$ cat src/sicd_params.svh
// constants for the storage I/O command decoder
`ifndef SICD_PARAMS_SVH
`define SICD_PARAMS_SVH
`define SICD_OP_FLUSH 8'h00
`define SICD_OP_WRITE 8'h01
`define SICD_OP_READ 8'h02
`define SICD_OP_WRUNC 8'h04
`define SICD_OP_COMPARE 8'h05
`define SICD_OP_WRZERO 8'h08
`define SICD_OP_DSM 8'h09
`define SICD_OP_RSVREG 8'h0D
`define SICD_OP_RSVRPT 8'h0E
`define SICD_OP_RSVACQ 8'h11
`define SICD_OP_RSVREL 8'h15
`define SICD_VENDOR_BIT 7
`define SICD_FUNC_HI 6
`define SICD_FUNC_LO 2
`define SICD_DIR_HI 1
`define SICD_DIR_LO 0
`define SICD_MIN_LBA_SHIFT 9
`define SICD_SC_SUCCESS 8'h00
`define SICD_SC_INVALID_OPCODE 8'h01
`define SICD_SC_INVALID_FIELD 8'h02
`define SICD_SC_FUSED_FAILED 8'h09
`define SICD_SC_INVALID_FUSE 8'h0A
`define SICD_SC_INVALID_NS 8'h0B
`define SICD_SC_LBA_RANGE 8'h80
`define SICD_SC_COMPARE_FAIL 8'h85
`define SICD_SC_ATOMIC_EXCEEDED 8'h14
`define SICD_FUSE_NONE 2'h0
`define SICD_FUSE_FIRST 2'h1
`define SICD_FUSE_SECOND 2'h2
`endif

$ cat src/sicd_pkg.sv
// types for the storage I/O command decoder
package sicd_pkg;
  typedef enum logic [1:0] {
    SICD_DIR_NONE = 2'h0,
    SICD_DIR_TO_CTRL = 2'h1,
    SICD_DIR_TO_HOST = 2'h2,
    SICD_DIR_BIDIR = 2'h3
  } sicd_dir_t;

  typedef struct packed {
    logic [15:0] cmdId;
    logic [7:0] opcode;
    logic [1:0] fuse;
    logic [31:0] nsId;
    logic [63:0] startLba;
    logic [15:0] blockCount;
    logic limitedRetry;
    logic [15:0] queueId;
  } sicd_cmd_t;

  typedef struct packed {
    logic [15:0] cmdId;
    logic [15:0] queueId;
    logic [7:0] status;
  } sicd_cpl_t;

  typedef struct packed {
    logic vendor;
    logic [4:0] func;
    sicd_dir_t dir;
  } sicd_opfield_t;

  typedef struct packed {
    logic [7:0] opcode;
    logic [31:0] nsId;
    logic [63:0] startLba;
    logic [15:0] blockCount;
    logic limitedRetry;
    logic fusedWrite;
  } sicd_exec_t;
endpackage : sicd_pkg

$ cat src/sicd_decoder.sv
// command decode, namespace check and fused compare-write control
`timescale 1ns/1ps
`include "sicd_params.svh"
module sicd_decoder
  import sicd_pkg::*;
#(
  parameter int NS_COUNT = 4,
  parameter int LBA_SHIFT = 9
) (
  // clock and reset
  input wire logic mclk,
  input wire logic sys_rst,
  input wire logic clkEn,
  // configuration
  input wire logic ctrlReady,
  input wire logic [3:0] optEnable,
  input wire logic rsvSupported,
  input wire logic [NS_COUNT-1:0] nsActive,
  input wire logic [NS_COUNT*64-1:0] nsSizeFlat,
  input wire logic [15:0] acwuBlocks,
  input wire logic atomicCheckEn,
  // command intake
  input wire logic cmdValid,
  output logic cmdReady,
  input wire sicd_cmd_t cmdIn,
  // execution engine
  output logic execValid,
  input wire logic execReady,
  output sicd_exec_t execOut,
  output logic [LBA_SHIFT:0] blockBytes,
  input wire logic execDone,
  input wire logic [7:0] execStatus,
  input wire logic compareMatch,
  // completion
  output logic cplValid,
  input wire logic cplReady,
  output sicd_cpl_t cplOut,
  // status
  output logic fusedPending,
  output logic vendorSeen
);

  // ------------------------------------------------------------
  // elaboration checks
  // ------------------------------------------------------------
  // block size is a power of two, never below 512 bytes
  initial begin
    if (LBA_SHIFT < `SICD_MIN_LBA_SHIFT || LBA_SHIFT > 16) begin
      $error("block size shift out of range");
    end
    if (NS_COUNT < 1 || NS_COUNT > 1024) begin
      $error("namespace count out of range");
    end
  end
  assign blockBytes = {1'b1, {LBA_SHIFT{1'b0}}};

  // ------------------------------------------------------------
  // state
  // ------------------------------------------------------------
  // check slot of its own, so execOut already stands when execValid rises
  typedef enum logic [5:0] {
    ST_IDLE = 6'b000001,
    ST_CHECK = 6'b000010,
    ST_EXEC = 6'b000100,
    ST_WAIT = 6'b001000,
    ST_CPL = 6'b010000,
    ST_CPL2 = 6'b100000
  } sicd_state_t;

  sicd_state_t state_reg, state_next;
  sicd_cmd_t cmd_reg;
  sicd_cmd_t cmpCmd_reg;
  logic haveCmp_reg;
  sicd_exec_t exec_reg;
  sicd_cpl_t cpl_reg, cpl2_reg;
  logic cpl2Pend_reg;
  logic writePhase_reg;
  logic vendor_reg;

  // ------------------------------------------------------------
  // opcode decode
  // ------------------------------------------------------------
  function automatic sicd_opfield_t split_op(input logic [7:0] op);
    sicd_opfield_t f;
    f.vendor = op[`SICD_VENDOR_BIT];
    f.func = op[`SICD_FUNC_HI:`SICD_FUNC_LO];
    f.dir = sicd_dir_t'(op[`SICD_DIR_HI:`SICD_DIR_LO]);
    return f;
  endfunction : split_op

  function automatic logic op_known(input logic [7:0] op, input logic [3:0] en,
                                    input logic rsv);
    logic k;
    k = 1'b0;
    case (op)
      `SICD_OP_FLUSH, `SICD_OP_WRITE, `SICD_OP_READ: k = 1'b1;
      `SICD_OP_WRUNC: k = en[0];
      `SICD_OP_COMPARE: k = en[1];
      `SICD_OP_WRZERO: k = en[2];
      `SICD_OP_DSM: k = en[3];
      `SICD_OP_RSVREG, `SICD_OP_RSVRPT, `SICD_OP_RSVACQ, `SICD_OP_RSVREL: k = rsv;
      default: k = 1'b0;
    endcase
    return k;
  endfunction : op_known

  sicd_opfield_t opf;
  wire logic isVendor;
  wire logic opOk;
  wire logic isCompare;
  wire logic isWrite;
  wire logic retryCmd;
  assign opf = split_op(cmd_reg.opcode);
  assign isVendor = opf.vendor;
  assign opOk = op_known(cmd_reg.opcode, optEnable, rsvSupported);
  assign isCompare = cmd_reg.opcode == `SICD_OP_COMPARE;
  assign isWrite = cmd_reg.opcode == `SICD_OP_WRITE;
  assign retryCmd = isCompare || isWrite || cmd_reg.opcode == `SICD_OP_READ ||
                    cmd_reg.opcode == `SICD_OP_WRZERO;

  // ------------------------------------------------------------
  // namespace checks
  // ------------------------------------------------------------
  // namespace ids are 1-based; any queue may reach any of them
  wire logic [31:0] nsIdx;
  wire logic nsValid;
  wire logic nsIsActive;
  logic [63:0] nsSize;
  wire logic [64:0] lbaEnd;
  wire logic lbaOk;
  wire logic needsNs;
  assign nsIdx = cmd_reg.nsId - 32'h00000001;
  assign nsValid = cmd_reg.nsId != 32'h00000000 && nsIdx < 32'(NS_COUNT);
  assign nsIsActive = nsValid && nsActive[nsIdx[9:0] % NS_COUNT];
  always_comb begin
    nsSize = 64'h0;
    if (nsValid) begin
      nsSize = nsSizeFlat[(nsIdx[9:0] % NS_COUNT)*64 +: 64];
    end
  end
  // zero-based count: blocks = blockCount + 1, last lba must be below size
  assign lbaEnd = {1'b0, cmd_reg.startLba} + {49'h0, cmd_reg.blockCount} + 65'h1;
  assign needsNs = cmd_reg.opcode != `SICD_OP_FLUSH && cmd_reg.opcode != `SICD_OP_DSM &&
                   !isVendor && opf.func[4:3] == 2'h0;
  assign lbaOk = !needsNs || lbaEnd <= {1'b0, nsSize};

  // ------------------------------------------------------------
  // fused pairing and check verdict
  // ------------------------------------------------------------
  wire logic fuseFirst;
  wire logic fuseSecond;
  wire logic fuseBad;
  wire logic pairMismatch;
  wire logic atomicBad;
  logic [7:0] checkStatus;
  assign fuseFirst = cmd_reg.fuse == `SICD_FUSE_FIRST;
  assign fuseSecond = cmd_reg.fuse == `SICD_FUSE_SECOND;
  // only compare first, write second is a legal pair
  assign fuseBad = (fuseFirst && !isCompare) || (fuseSecond && (!isWrite || !haveCmp_reg)) ||
                   (!fuseSecond && haveCmp_reg);
  assign pairMismatch = fuseSecond && haveCmp_reg &&
                        (cmd_reg.startLba != cmpCmd_reg.startLba ||
                         cmd_reg.blockCount != cmpCmd_reg.blockCount);
  assign atomicBad = atomicCheckEn && fuseSecond &&
                     ({1'b0, cmd_reg.blockCount} + 17'h1) > {1'b0, acwuBlocks};

  always_comb begin
    checkStatus = `SICD_SC_SUCCESS;
    if (!isVendor && !opOk) begin
      checkStatus = `SICD_SC_INVALID_OPCODE;
    end else if (fuseBad || pairMismatch) begin
      checkStatus = `SICD_SC_INVALID_FUSE;
    end else if (!nsValid) begin
      checkStatus = `SICD_SC_INVALID_NS;
    end else if (!nsIsActive) begin
      checkStatus = `SICD_SC_INVALID_FIELD;
    end else if (!lbaOk) begin
      checkStatus = `SICD_SC_LBA_RANGE;
    end else if (atomicBad) begin
      checkStatus = `SICD_SC_ATOMIC_EXCEEDED;
    end
  end

  // ------------------------------------------------------------
  // control
  // ------------------------------------------------------------
  // one command at a time, no lba ordering kept: host orders what it needs
  wire logic checkOk;
  wire logic cmpFailed;
  wire logic take;
  wire logic pairBroken;
  wire logic [7:0] heldStatus;
  sicd_exec_t execLoad;
  sicd_cpl_t ownCpl;
  sicd_cpl_t heldCpl;
  sicd_cpl_t cmpCpl;
  sicd_cpl_t failWrCpl;
  sicd_cpl_t doneWrCpl;
  assign checkOk = checkStatus == `SICD_SC_SUCCESS;
  assign cmpFailed = !compareMatch || execStatus != `SICD_SC_SUCCESS;
  assign take = cmdValid && cmdReady;
  // a held compare that cannot pair is answered ahead of the breaker
  assign pairBroken = haveCmp_reg && !checkOk;
  assign heldStatus = checkStatus == `SICD_SC_ATOMIC_EXCEEDED ? `SICD_SC_ATOMIC_EXCEEDED :
                      `SICD_SC_FUSED_FAILED;
  // single command in flight keeps every write whole to readers
  assign cmdReady = clkEn && state_reg == ST_IDLE;
  assign execValid = state_reg == ST_EXEC;
  assign execOut = exec_reg;
  assign cplValid = state_reg == ST_CPL || state_reg == ST_CPL2;
  assign cplOut = state_reg == ST_CPL2 ? cpl2_reg : cpl_reg;
  assign fusedPending = haveCmp_reg;
  assign vendorSeen = vendor_reg;

  // ------------------------------------------------------------
  // engine request and completion words
  // ------------------------------------------------------------
  // fused second first runs as a compare; the write follows on a match
  assign execLoad = '{opcode: fuseSecond ? `SICD_OP_COMPARE : cmd_reg.opcode,
                      nsId: cmd_reg.nsId,
                      startLba: cmd_reg.startLba,
                      blockCount: cmd_reg.blockCount,
                      limitedRetry: retryCmd & cmd_reg.limitedRetry,
                      fusedWrite: fuseSecond};
  assign ownCpl = '{cmdId: cmd_reg.cmdId, queueId: cmd_reg.queueId, status: checkStatus};
  assign heldCpl = '{cmdId: cmpCmd_reg.cmdId, queueId: cmpCmd_reg.queueId,
                     status: heldStatus};
  assign cmpCpl = '{cmdId: cmpCmd_reg.cmdId, queueId: cmpCmd_reg.queueId,
                    status: cmpFailed ? `SICD_SC_COMPARE_FAIL : `SICD_SC_SUCCESS};
  assign failWrCpl = '{cmdId: cmd_reg.cmdId, queueId: cmd_reg.queueId,
                       status: `SICD_SC_FUSED_FAILED};
  assign doneWrCpl = '{cmdId: cmd_reg.cmdId, queueId: cmd_reg.queueId, status: execStatus};

  always_comb begin
    state_next = state_reg;
    case (state_reg)
      ST_IDLE: begin
        if (take) begin
          state_next = ST_CHECK;
        end
      end
      ST_CHECK: begin
        if (!checkOk) begin
          state_next = ST_CPL;
        end else if (fuseFirst) begin
          state_next = ST_IDLE;
        end else begin
          state_next = ST_EXEC;
        end
      end
      ST_EXEC: begin
        if (execReady) begin
          state_next = ST_WAIT;
        end
      end
      ST_WAIT: begin
        if (execDone) begin
          state_next = (exec_reg.fusedWrite && !cmpFailed) ? ST_EXEC : ST_CPL;
        end
      end
      ST_CPL: begin
        if (cplReady) begin
          state_next = cpl2Pend_reg ? ST_CPL2 : ST_IDLE;
        end
      end
      ST_CPL2: begin
        if (cplReady) begin
          state_next = ST_IDLE;
        end
      end
      default: state_next = ST_IDLE;
    endcase
  end

  // ------------------------------------------------------------
  // registers
  // ------------------------------------------------------------
  always_ff @(posedge mclk) begin
    if (sys_rst) begin
      state_reg <= ST_IDLE;
      cmd_reg <= '0;
      cmpCmd_reg <= '0;
      haveCmp_reg <= 1'b0;
      exec_reg <= '0;
      cpl_reg <= '0;
      cpl2_reg <= '0;
      cpl2Pend_reg <= 1'b0;
      writePhase_reg <= 1'b0;
      vendor_reg <= 1'b0;
    end else if (clkEn) begin
      state_reg <= state_next;
      if (take) begin
        cmd_reg <= cmdIn;
      end
      if (state_reg == ST_CHECK) begin
        vendor_reg <= vendor_reg | isVendor;
        exec_reg <= execLoad;
        haveCmp_reg <= checkOk && fuseFirst;
        cpl2Pend_reg <= pairBroken;
        writePhase_reg <= 1'b0;
        if (checkOk && fuseFirst) begin
          cmpCmd_reg <= cmd_reg;
        end
        if (pairBroken) begin
          cpl_reg <= heldCpl;
          cpl2_reg <= ownCpl;
        end else begin
          cpl_reg <= ownCpl;
        end
      end
      if (state_reg == ST_WAIT && execDone) begin
        if (exec_reg.fusedWrite) begin
          // compare answer fixed here, the write cannot change it
          cpl_reg <= cmpCpl;
          if (cmpFailed) begin
            cpl2_reg <= failWrCpl;
            cpl2Pend_reg <= 1'b1;
          end else begin
            exec_reg.opcode <= `SICD_OP_WRITE;
            exec_reg.fusedWrite <= 1'b0;
            writePhase_reg <= 1'b1;
          end
        end else if (writePhase_reg) begin
          cpl2_reg <= doneWrCpl;
          cpl2Pend_reg <= 1'b1;
          writePhase_reg <= 1'b0;
        end else begin
          cpl_reg.status <= execStatus;
        end
      end
      if (state_reg == ST_CPL2 && cplReady) begin
        cpl2Pend_reg <= 1'b0;
      end
    end
  end

endmodule : sicd_decoder

$ cat config.mk
export PLATFORM = sky130hd
export DESIGN_NAME = sicd_decoder
export DESIGN_NICKNAME = d
export VERILOG_FILES = /design/src/sicd_pkg.sv /design/src/sicd_decoder.sv
export VERILOG_INCLUDE_DIRS = /design/src
export SDC_FILE = /design/constraint.sdc
export NUM_CORES = 1
export LEC_CHECK = 0
export BUFFER_PORTS_ARGS = -buffer_cell sky130_fd_sc_hd__buf_2
export CORE_MARGIN = 8
export CORE_UTILIZATION = 29
export DETAILED_ROUTE_END_ITERATION = 12
export HOLD_SLACK_MARGIN = 0.12
export PLACE_DENSITY = 0.59
export SLEW_MARGIN = 20
export SYNTH_ARGS = -nofsm -noshare
export SYNTH_HDL_FRONTEND = slang
export SYNTH_SLANG_ARGS = --single-unit
$ cat constraint.sdc
create_clock -name mclk -period 6.3 [get_ports mclk]
set_clock_uncertainty 0.2 [all_clocks]
set_input_delay 0.315 -clock mclk [delete_from_list [all_inputs] [get_ports mclk]]
set_output_delay 0.315 -clock mclk [all_outputs]
set_load 0.02 [all_outputs]
---- After elaboration in Yosys (flattened, before gate mapping) ----
Cells that the tools add are included.
word-level totals
  memories kept ........................... 0
  bits in registers ....................... 479
  ROM bits ................................ 0
  bits in latches ......................... 0
  bits of input ports ..................... 454
  output and inout port bits .............. 177
  logic and storage cells ................. 174
  bits in writable memories ............... 0
cells by class
  shift-type cells ........................ 1
  divide/modulo/power cells ............... 0
  multiplexer cells ....................... 54
  equality and inequality tests ........... 27
  magnitude comparators ................... 4
  $mul .................................... 0
  add/subtract/negate cells ............... 4
  reductions and logical operators ........ 53
  bitwise operators ....................... 2
operators by type and width
  operator                                             count
  two-way mux 40 bit                                   10
  variable part select 256 x 9 -> 64 bit               1
  two-way mux 122 bit                                  1
  two-way mux 8 bit                                    12
  adder 64 x 16 -> 65 bit                              1
  adder 65 x 1 -> 65 bit, second input constant        1
  <= comparator 65 x 64 -> 1 bit                       1
  two-way mux 64 bit                                   1
  != test 64 bit                                       1
  two-way mux 6 bit                                    6
  case mux 6 bit (6 select lines)                      1
  == test 8 x 4 -> 1 bit, second input constant        4
  < comparator 32 x 3 -> 1 bit, second input constant  1
  two-way mux 32 bit                                   1
  nonzero test 32 bit                                  1
  subtractor 32 x 1 -> 32 bit, second input constant   1
  == test 8 x 5 -> 1 bit, second input constant        3
  logical AND 1 bit                                    20
  two-way mux 5 bit                                    4
  adder 16 x 1 -> 17 bit, second input constant        1
  > comparator 17 x 16 -> 1 bit                        1
  == test 8 x 3 -> 1 bit, second input constant        2
  zero test 8 bit                                      2
  != test 16 bit                                       1
  29 further kinds                                     67

---- Longest topological paths before layout ----
  word-level depth ........................ 19
  gate-level depth with buffers ........... 27
  gate-level depth less buffers ........... 22

---- Worst setup path after synthesis ----
Ideal clock, no wire load.
  kind .................................... register -> register
  from .................................... register cmd_reg[97] (netlist name)
  to ...................................... register cpl2Pend_reg
  clock period less this slack ............ 7.000 ns
  buffers on the path ..................... 8
  data arrival time ....................... 6.686 ns
  setup time .............................. 0.115 ns
  cell stages (with the launch flop) ...... 28
  path slack .............................. -0.700 ns
  cell sequence ........................... dfxtp_1 > clkbuf_1 > clkbuf_1 > buf_1 > inv_1 > ha_1 > nor3b_1 > nand4_1 > nand3_1 > o22ai_1 > or4bb_1 > nor3_1 > clkbuf_1 > clkbuf_1 > nand2_1 > ha_1 > and4_1 > nand2_1 > or3_1 > nor4_1 > a31oi_1 > a21boi_1 > or4b_1 > buf_2 > a31o_1 > buf_6 > buf_6 > o21a_1
between the ends
  word-level cells in the longest chain between the ends .. 19
  elaborated cells between the ends (all ways) .. 25
RTL lines
  what                                         RTL line                                  source
  start: declaration                           sicd_decoder.sv:71                        sicd_cmd_t cmd_reg;
  start signal: assignment                     sicd_decoder.sv:293                       cmd_reg <= cmdIn;
  subtractor 32 x 1 -> 32 bit                  sicd_decoder.sv:132                       assign nsIdx = cmd_reg.nsId - 32'h00000001;
  < comparator 32 x 3 -> 1 bit                 sicd_decoder.sv:133                       assign nsValid = cmd_reg.nsId != 32'h00000000 && nsIdx < 32'(NS_COUNT);
  logical AND 1 bit                            sicd_decoder.sv:133
  two-way mux 64 bit                           sicd_decoder.sv:137                       if (nsValid) begin
  <= comparator 65 x 64 -> 1 bit               sicd_decoder.sv:145                       assign lbaOk = !needsNs || lbaEnd <= {1'b0, nsSize};
  logical OR 1 bit                             sicd_decoder.sv:145
  two-way mux 8 bit                            sicd_decoder.sv:177                       end else if (!lbaOk) begin
  two-way mux 8 bit                            sicd_decoder.sv:175                       end else if (!nsIsActive) begin
  [... 3 more ...]                             n/a
  zero test 8 bit (no source line) *           n/a
  zero test 1 bit *                            n/a
  logical AND 1 bit *                          sicd_decoder.sv:203                       assign pairBroken = haveCmp_reg && !checkOk;
  two-way mux 1 bit *                          sicd_decoder.sv:295                       if (state_reg == ST_CHECK) begin
  two-way mux 1 bit, on equally long branches  sicd_decoder.sv:323, sicd_decoder.sv:315
  two-way mux 1 bit                            sicd_decoder.sv:312                       if (exec_reg.fusedWrite) begin
  two-way mux 1 bit *                          sicd_decoder.sv:311                       if (state_reg == ST_WAIT && execDone) begin
  two-way mux 1 bit *                          sicd_decoder.sv:331                       if (state_reg == ST_CPL2 && cplReady) begin
  end signal: assignment                       sicd_decoder.sv:299                       cpl2Pend_reg <= pairBroken;
  end: declaration                             sicd_decoder.sv:76                        logic cpl2Pend_reg;
Every way passes the cells marked *; elsewhere a longest branch is shown, timed or not. The select of a mux whose other input is x is not followed.
A chain may end at the register's enable or synchronous reset.

---- Worst setup path in the final report ----
  from .................................... register cmd_reg[101] (netlist name)
  to ...................................... register cpl2Pend_reg
between the ends
  word-level cells in the longest chain between the ends .. 19
  elaborated cells between the ends (all ways) .. 22
RTL lines
  what                                         RTL line
  subtractor 32 x 1 -> 32 bit                  sicd_decoder.sv:132
  < comparator 32 x 3 -> 1 bit                 sicd_decoder.sv:133
  logical AND 1 bit *                          sicd_decoder.sv:133
  two-way mux 64 bit                           sicd_decoder.sv:137
  <= comparator 65 x 64 -> 1 bit               sicd_decoder.sv:145
  logical OR 1 bit                             sicd_decoder.sv:145
  two-way mux 8 bit                            sicd_decoder.sv:177
  two-way mux 8 bit                            sicd_decoder.sv:175
  [... 3 more ...]                             n/a
  zero test 8 bit (no source line) *           n/a
  zero test 1 bit *                            n/a
  logical AND 1 bit *                          sicd_decoder.sv:203
  two-way mux 1 bit *                          sicd_decoder.sv:295
  two-way mux 1 bit, on equally long branches  sicd_decoder.sv:323, sicd_decoder.sv:315
  two-way mux 1 bit                            sicd_decoder.sv:312
  two-way mux 1 bit *                          sicd_decoder.sv:311
  two-way mux 1 bit *                          sicd_decoder.sv:331
Every way passes the cells marked *; elsewhere a longest branch is shown, timed or not.

==> impl_metrics.py <==
metrics = {
    "route": {
        "num_vias": 27344,
        "wirelength_mm": 114,
        "route.antenna.remaining_nets": 0,
        "drt_iter0_drc": 2033,
        "drt-vias-per-instance": 5.10,
        "drc": 0,
        "dr.pass1.iters": 5,
        "wl_per_cell_um": 21.2,
    },
    "timing": {
        "max_freq_mhz": 161,
        "period_needed_ns": 6.20,
        "drv_slew": 0,
        "fin_setup_tns_ns": 0,
        "worstMarginPinSlew_ns": 1.23,
        "finalCritPeriodShare_pct": 98.4,
        "setup_violations": 0,
        "hold_viol_final": 0,
        "relSlewSlack_pct": 18.0,
    },
    "synthesis": {
        "syn_inst": 3382,
        "syn_area_per_cell_um2": 7.74,
        "ys_seq_area_share_pct": 36.6,
        "synth-edff-count": 0,
        "yosys_most_used_dff": "dfxtp_1",
        "yosysUniqueCellTypes": 84,
        "async_flop_share_pct": 0,
        "ys_warn_count": 0,
        "syn_area_um2": 26200,
        "synth_seq_cells": 479,
    },
    "global_routing": {
        "antenna_found_initial": 10,
        "grt_pass1_wl_mm": 164,
        "grt_max_degree": 204,
        "first_global_vias": 26589,
        "track_usage_pct": 20.9,
        "overflow": 0,
    },
    "worst_setup_path": {
        "timing.reg2reg.setup_slack_ns": 0.10,
        "start_kind": "flip-flop",
        "arrival_ns": 6.47,
        "rr_worst_depth": 22,
        "r2r-start": "cmd_reg[101]",
        "crit_start": "cmd_reg[101]",
        "worstSetupPathType": "flip-flop to flip-flop",
        "crit_required_ns": 6.57,
        "path_max_fanout": 11,
        "end_kind": "flip-flop",
        "endpoint": "cpl2Pend_reg",
        "r2r-end": "cpl2Pend_reg",
    },
    "clock_tree": {
        "path_clk_slew_ns": 0.06,
        "h-tree-depth": 2,
        "cts_buffer_depth": 3,
        "clockRootBuffer": "clkbuf_16",
        "cts_tree": "yes",
        "numCtsBuffers": 58,
        "cts_sinks": 479,
        "clkLatencyLatePin_ns": 0.62,
    },
    "floorplanning": {
        "dieArea_um2": 100000,
        "core_area_um2": 89700,
        "rows": 110,
        "initial_core_util_pct": 29.2,
        "die_y_um": 316,
        "io_pins": 631,
        "die_x_um": 316,
    },
    "worst_hold_path": {
        "hold_class": "input pin to flip-flop",
        "hold_depth": 5,
    },
    "power_and_ir_drop": {
        "powerDensity_nw_per_um2": 273,
        "power_leakage_uw": 0.0145,
        "peakVddDrop_mv": 0.210,
    },
    "placement": {
        "hpwlAfterDp_mm": 82.0,
        "placed_area_um2": 30900,
        "gp_congestion": 0.873,
        "io_buffers": 619,
    },
    "layout": {
        "areaGrowthSynthToFinish_pct": 35.3,
        "nNetsFinal": 4691,
        "final_area_um2": 35400,
        "drive_gt1_share_pct": 25.2,
        "largest_reg_flops": 147,
    },
    "outcome": {
        "status": "complete, no violations",
    },
    "job": {
        "max_cap_violations": 0,
    },
}
## synth_stat cells, types with 5 or more instances
cell type,count,area share (%)
mux2i_1,36,1.4
a221oi_1,7,0.23
or3_1,8,0.19
nand3b_1,9,0.26
buf_4,10,0.29
or4_1,6,0.17
nand2b_1,12,0.29
dfxtp_1,479,37
nor4_1,45,1.1
and4_1,10,0.33
nor3_1,25,0.48
o31ai_1,36,1.0
xor2_1,92,3.1
mux2_2,41,1.8
buf_2,22,0.42
buf_6,5,0.21
a21oi_1,477,9.1
nor4b_1,8,0.27
nand3_1,93,1.8
clkbuf_1,237,3.4
nor2b_1,9,0.21
buf_1,12,0.17
nand2_1,968,14
a31oi_1,41,0.98
o21bai_1,6,0.17
nor3b_1,6,0.17
mux4_2,65,5.6
a21o_1,10,0.29
nand4_1,45,1.1
o21ai_0,76,1.5
inv_1,46,0.66
nor2_1,145,2.1
o21a_1,10,0.29
and3_1,22,0.53
a22oi_1,5,0.14
a211oi_1,5,0.14
ha_1,98,4.7
xnor2_1,62,2.1
and2_1,12,0.29
## power breakdown
part           internal, uW  switching, uW
logic                  1260           1660
registers              3190            215
clock network          1960           1390
total                  6410           3270
## how the worst min path moves through the flow
stage	start	end	slack [ns]
after floorplan	cpl2_reg[10]	cpl2_reg[10]	0.23
after global placement	execOut[1]	execOut[1]	0.24
after detailed placement	execOut[109]	execOut[109]	0.24
after CTS	execReady	state_reg[0]	0.13
after global routing	atomicCheckEn	state_reg[2]	0.22
final	execReady	state_reg[3]	0.20
## worst max-delay path: stages (launching register included)
cell      delay [ns]
dfxtp_1         0.31
or4_4           0.56
nor3_4          0.22
nand3_1         0.18
o22ai_2         0.23
or4bb_4         0.56
nor3_4          0.40
buf_6           0.21
buf_12          0.16
nand2_1         0.06
ha_1            0.31
nand4_1         0.22
nor4_4          0.29
inv_2           0.10
nor4_4          0.29
buf_4           0.16
a31oi_1         0.07
a21boi_2        0.15
buf_4           0.17
or4b_4          0.52
a31o_4          0.31
buf_4           0.17
o21a_1          0.18
## layout by cell type (no fill, tap or decap), types with 41 or more instances in the layout
master         netlist  final
xor2_1              92     92
buf_2               22    618
nor2_1             145    139
mux2_2              41     41
nand2_1            968    964
xnor2_1             62     60
inv_1               46     45
nand4_1             45     45
dfxtp_1            479    476
ha_1                98     90
dlygate4sd3_1        0    197
clkbuf_16            0     65
nand3_1             93     93
a21oi_1            477    477
o21ai_0             76     74
mux4_2              65     65
buf_4               10    135
## cells by family (layout without fill, tap and decap cells)
| group | after synthesis | count (layout) | synth area share [%] |
|---|---|---|---|
| compound gates | 724 | 724 | 15.6 |
| xor+xnor | 154 | 154 | 5.15 |
| fa+ha+maj | 99 | 99 | 4.76 |
| buf+inv | 337 | 1126 | 5.24 |
| flops | 479 | 479 | 36.6 |
| mux | 142 | 142 | 8.73 |
| other cells | 2 | 15 | 0.0287 |
| simple gates | 1445 | 1445 | 23.9 |
## timing repair
action                     CTS  global route
resized for setup            9            59
setup endpoints to repair  193           193
setup buffers                0            12
pin swaps                    1            29
cloned                       0             9
hold endpoints to repair   201             0
hold buffers               197             0
## per-layer routing
metal | GRT usage, % | part of all wire (%)
met5 | 0 | 0.036
met4 | 5.01 | 2.6
met3 | 4.01 | 6.7
met2 | 36.0 | 49
met1 | 26.9 | 42
## area by class of cell
type / instances / area [um^2]
Antenna cell: 5 / 12.5
Tap cell: 1176 / 1470
Clock buffer: 78 / 1660
Clock inverter: 23 / 238
Timing Repair Buffer: 978 / 6620
Multi-Input combinational cell: 2574 / 15700
Fill cell: 9182 / 54300
Sequential cell: 479 / 9600
Inverter: 47 / 176
## metrics by stage
step	setup WS [ns]	utilization, %	power, uW	std cells	hold slack (ns)
final	0.101	39.5	9670	5360	0.204
after global routing	-0.0500	39.5	10100	5357	0.224
after CTS	0.0175	38.8	9620	5333	0.127
after detailed placement	-0.347	34.4	6080	5035	0.243
after floorplan	0.0156	-	5030	3390	0.232
after global placement	-0.340	34.4	6060	5035	0.238
No activity file was read; power rests on OpenSTA's default activity.
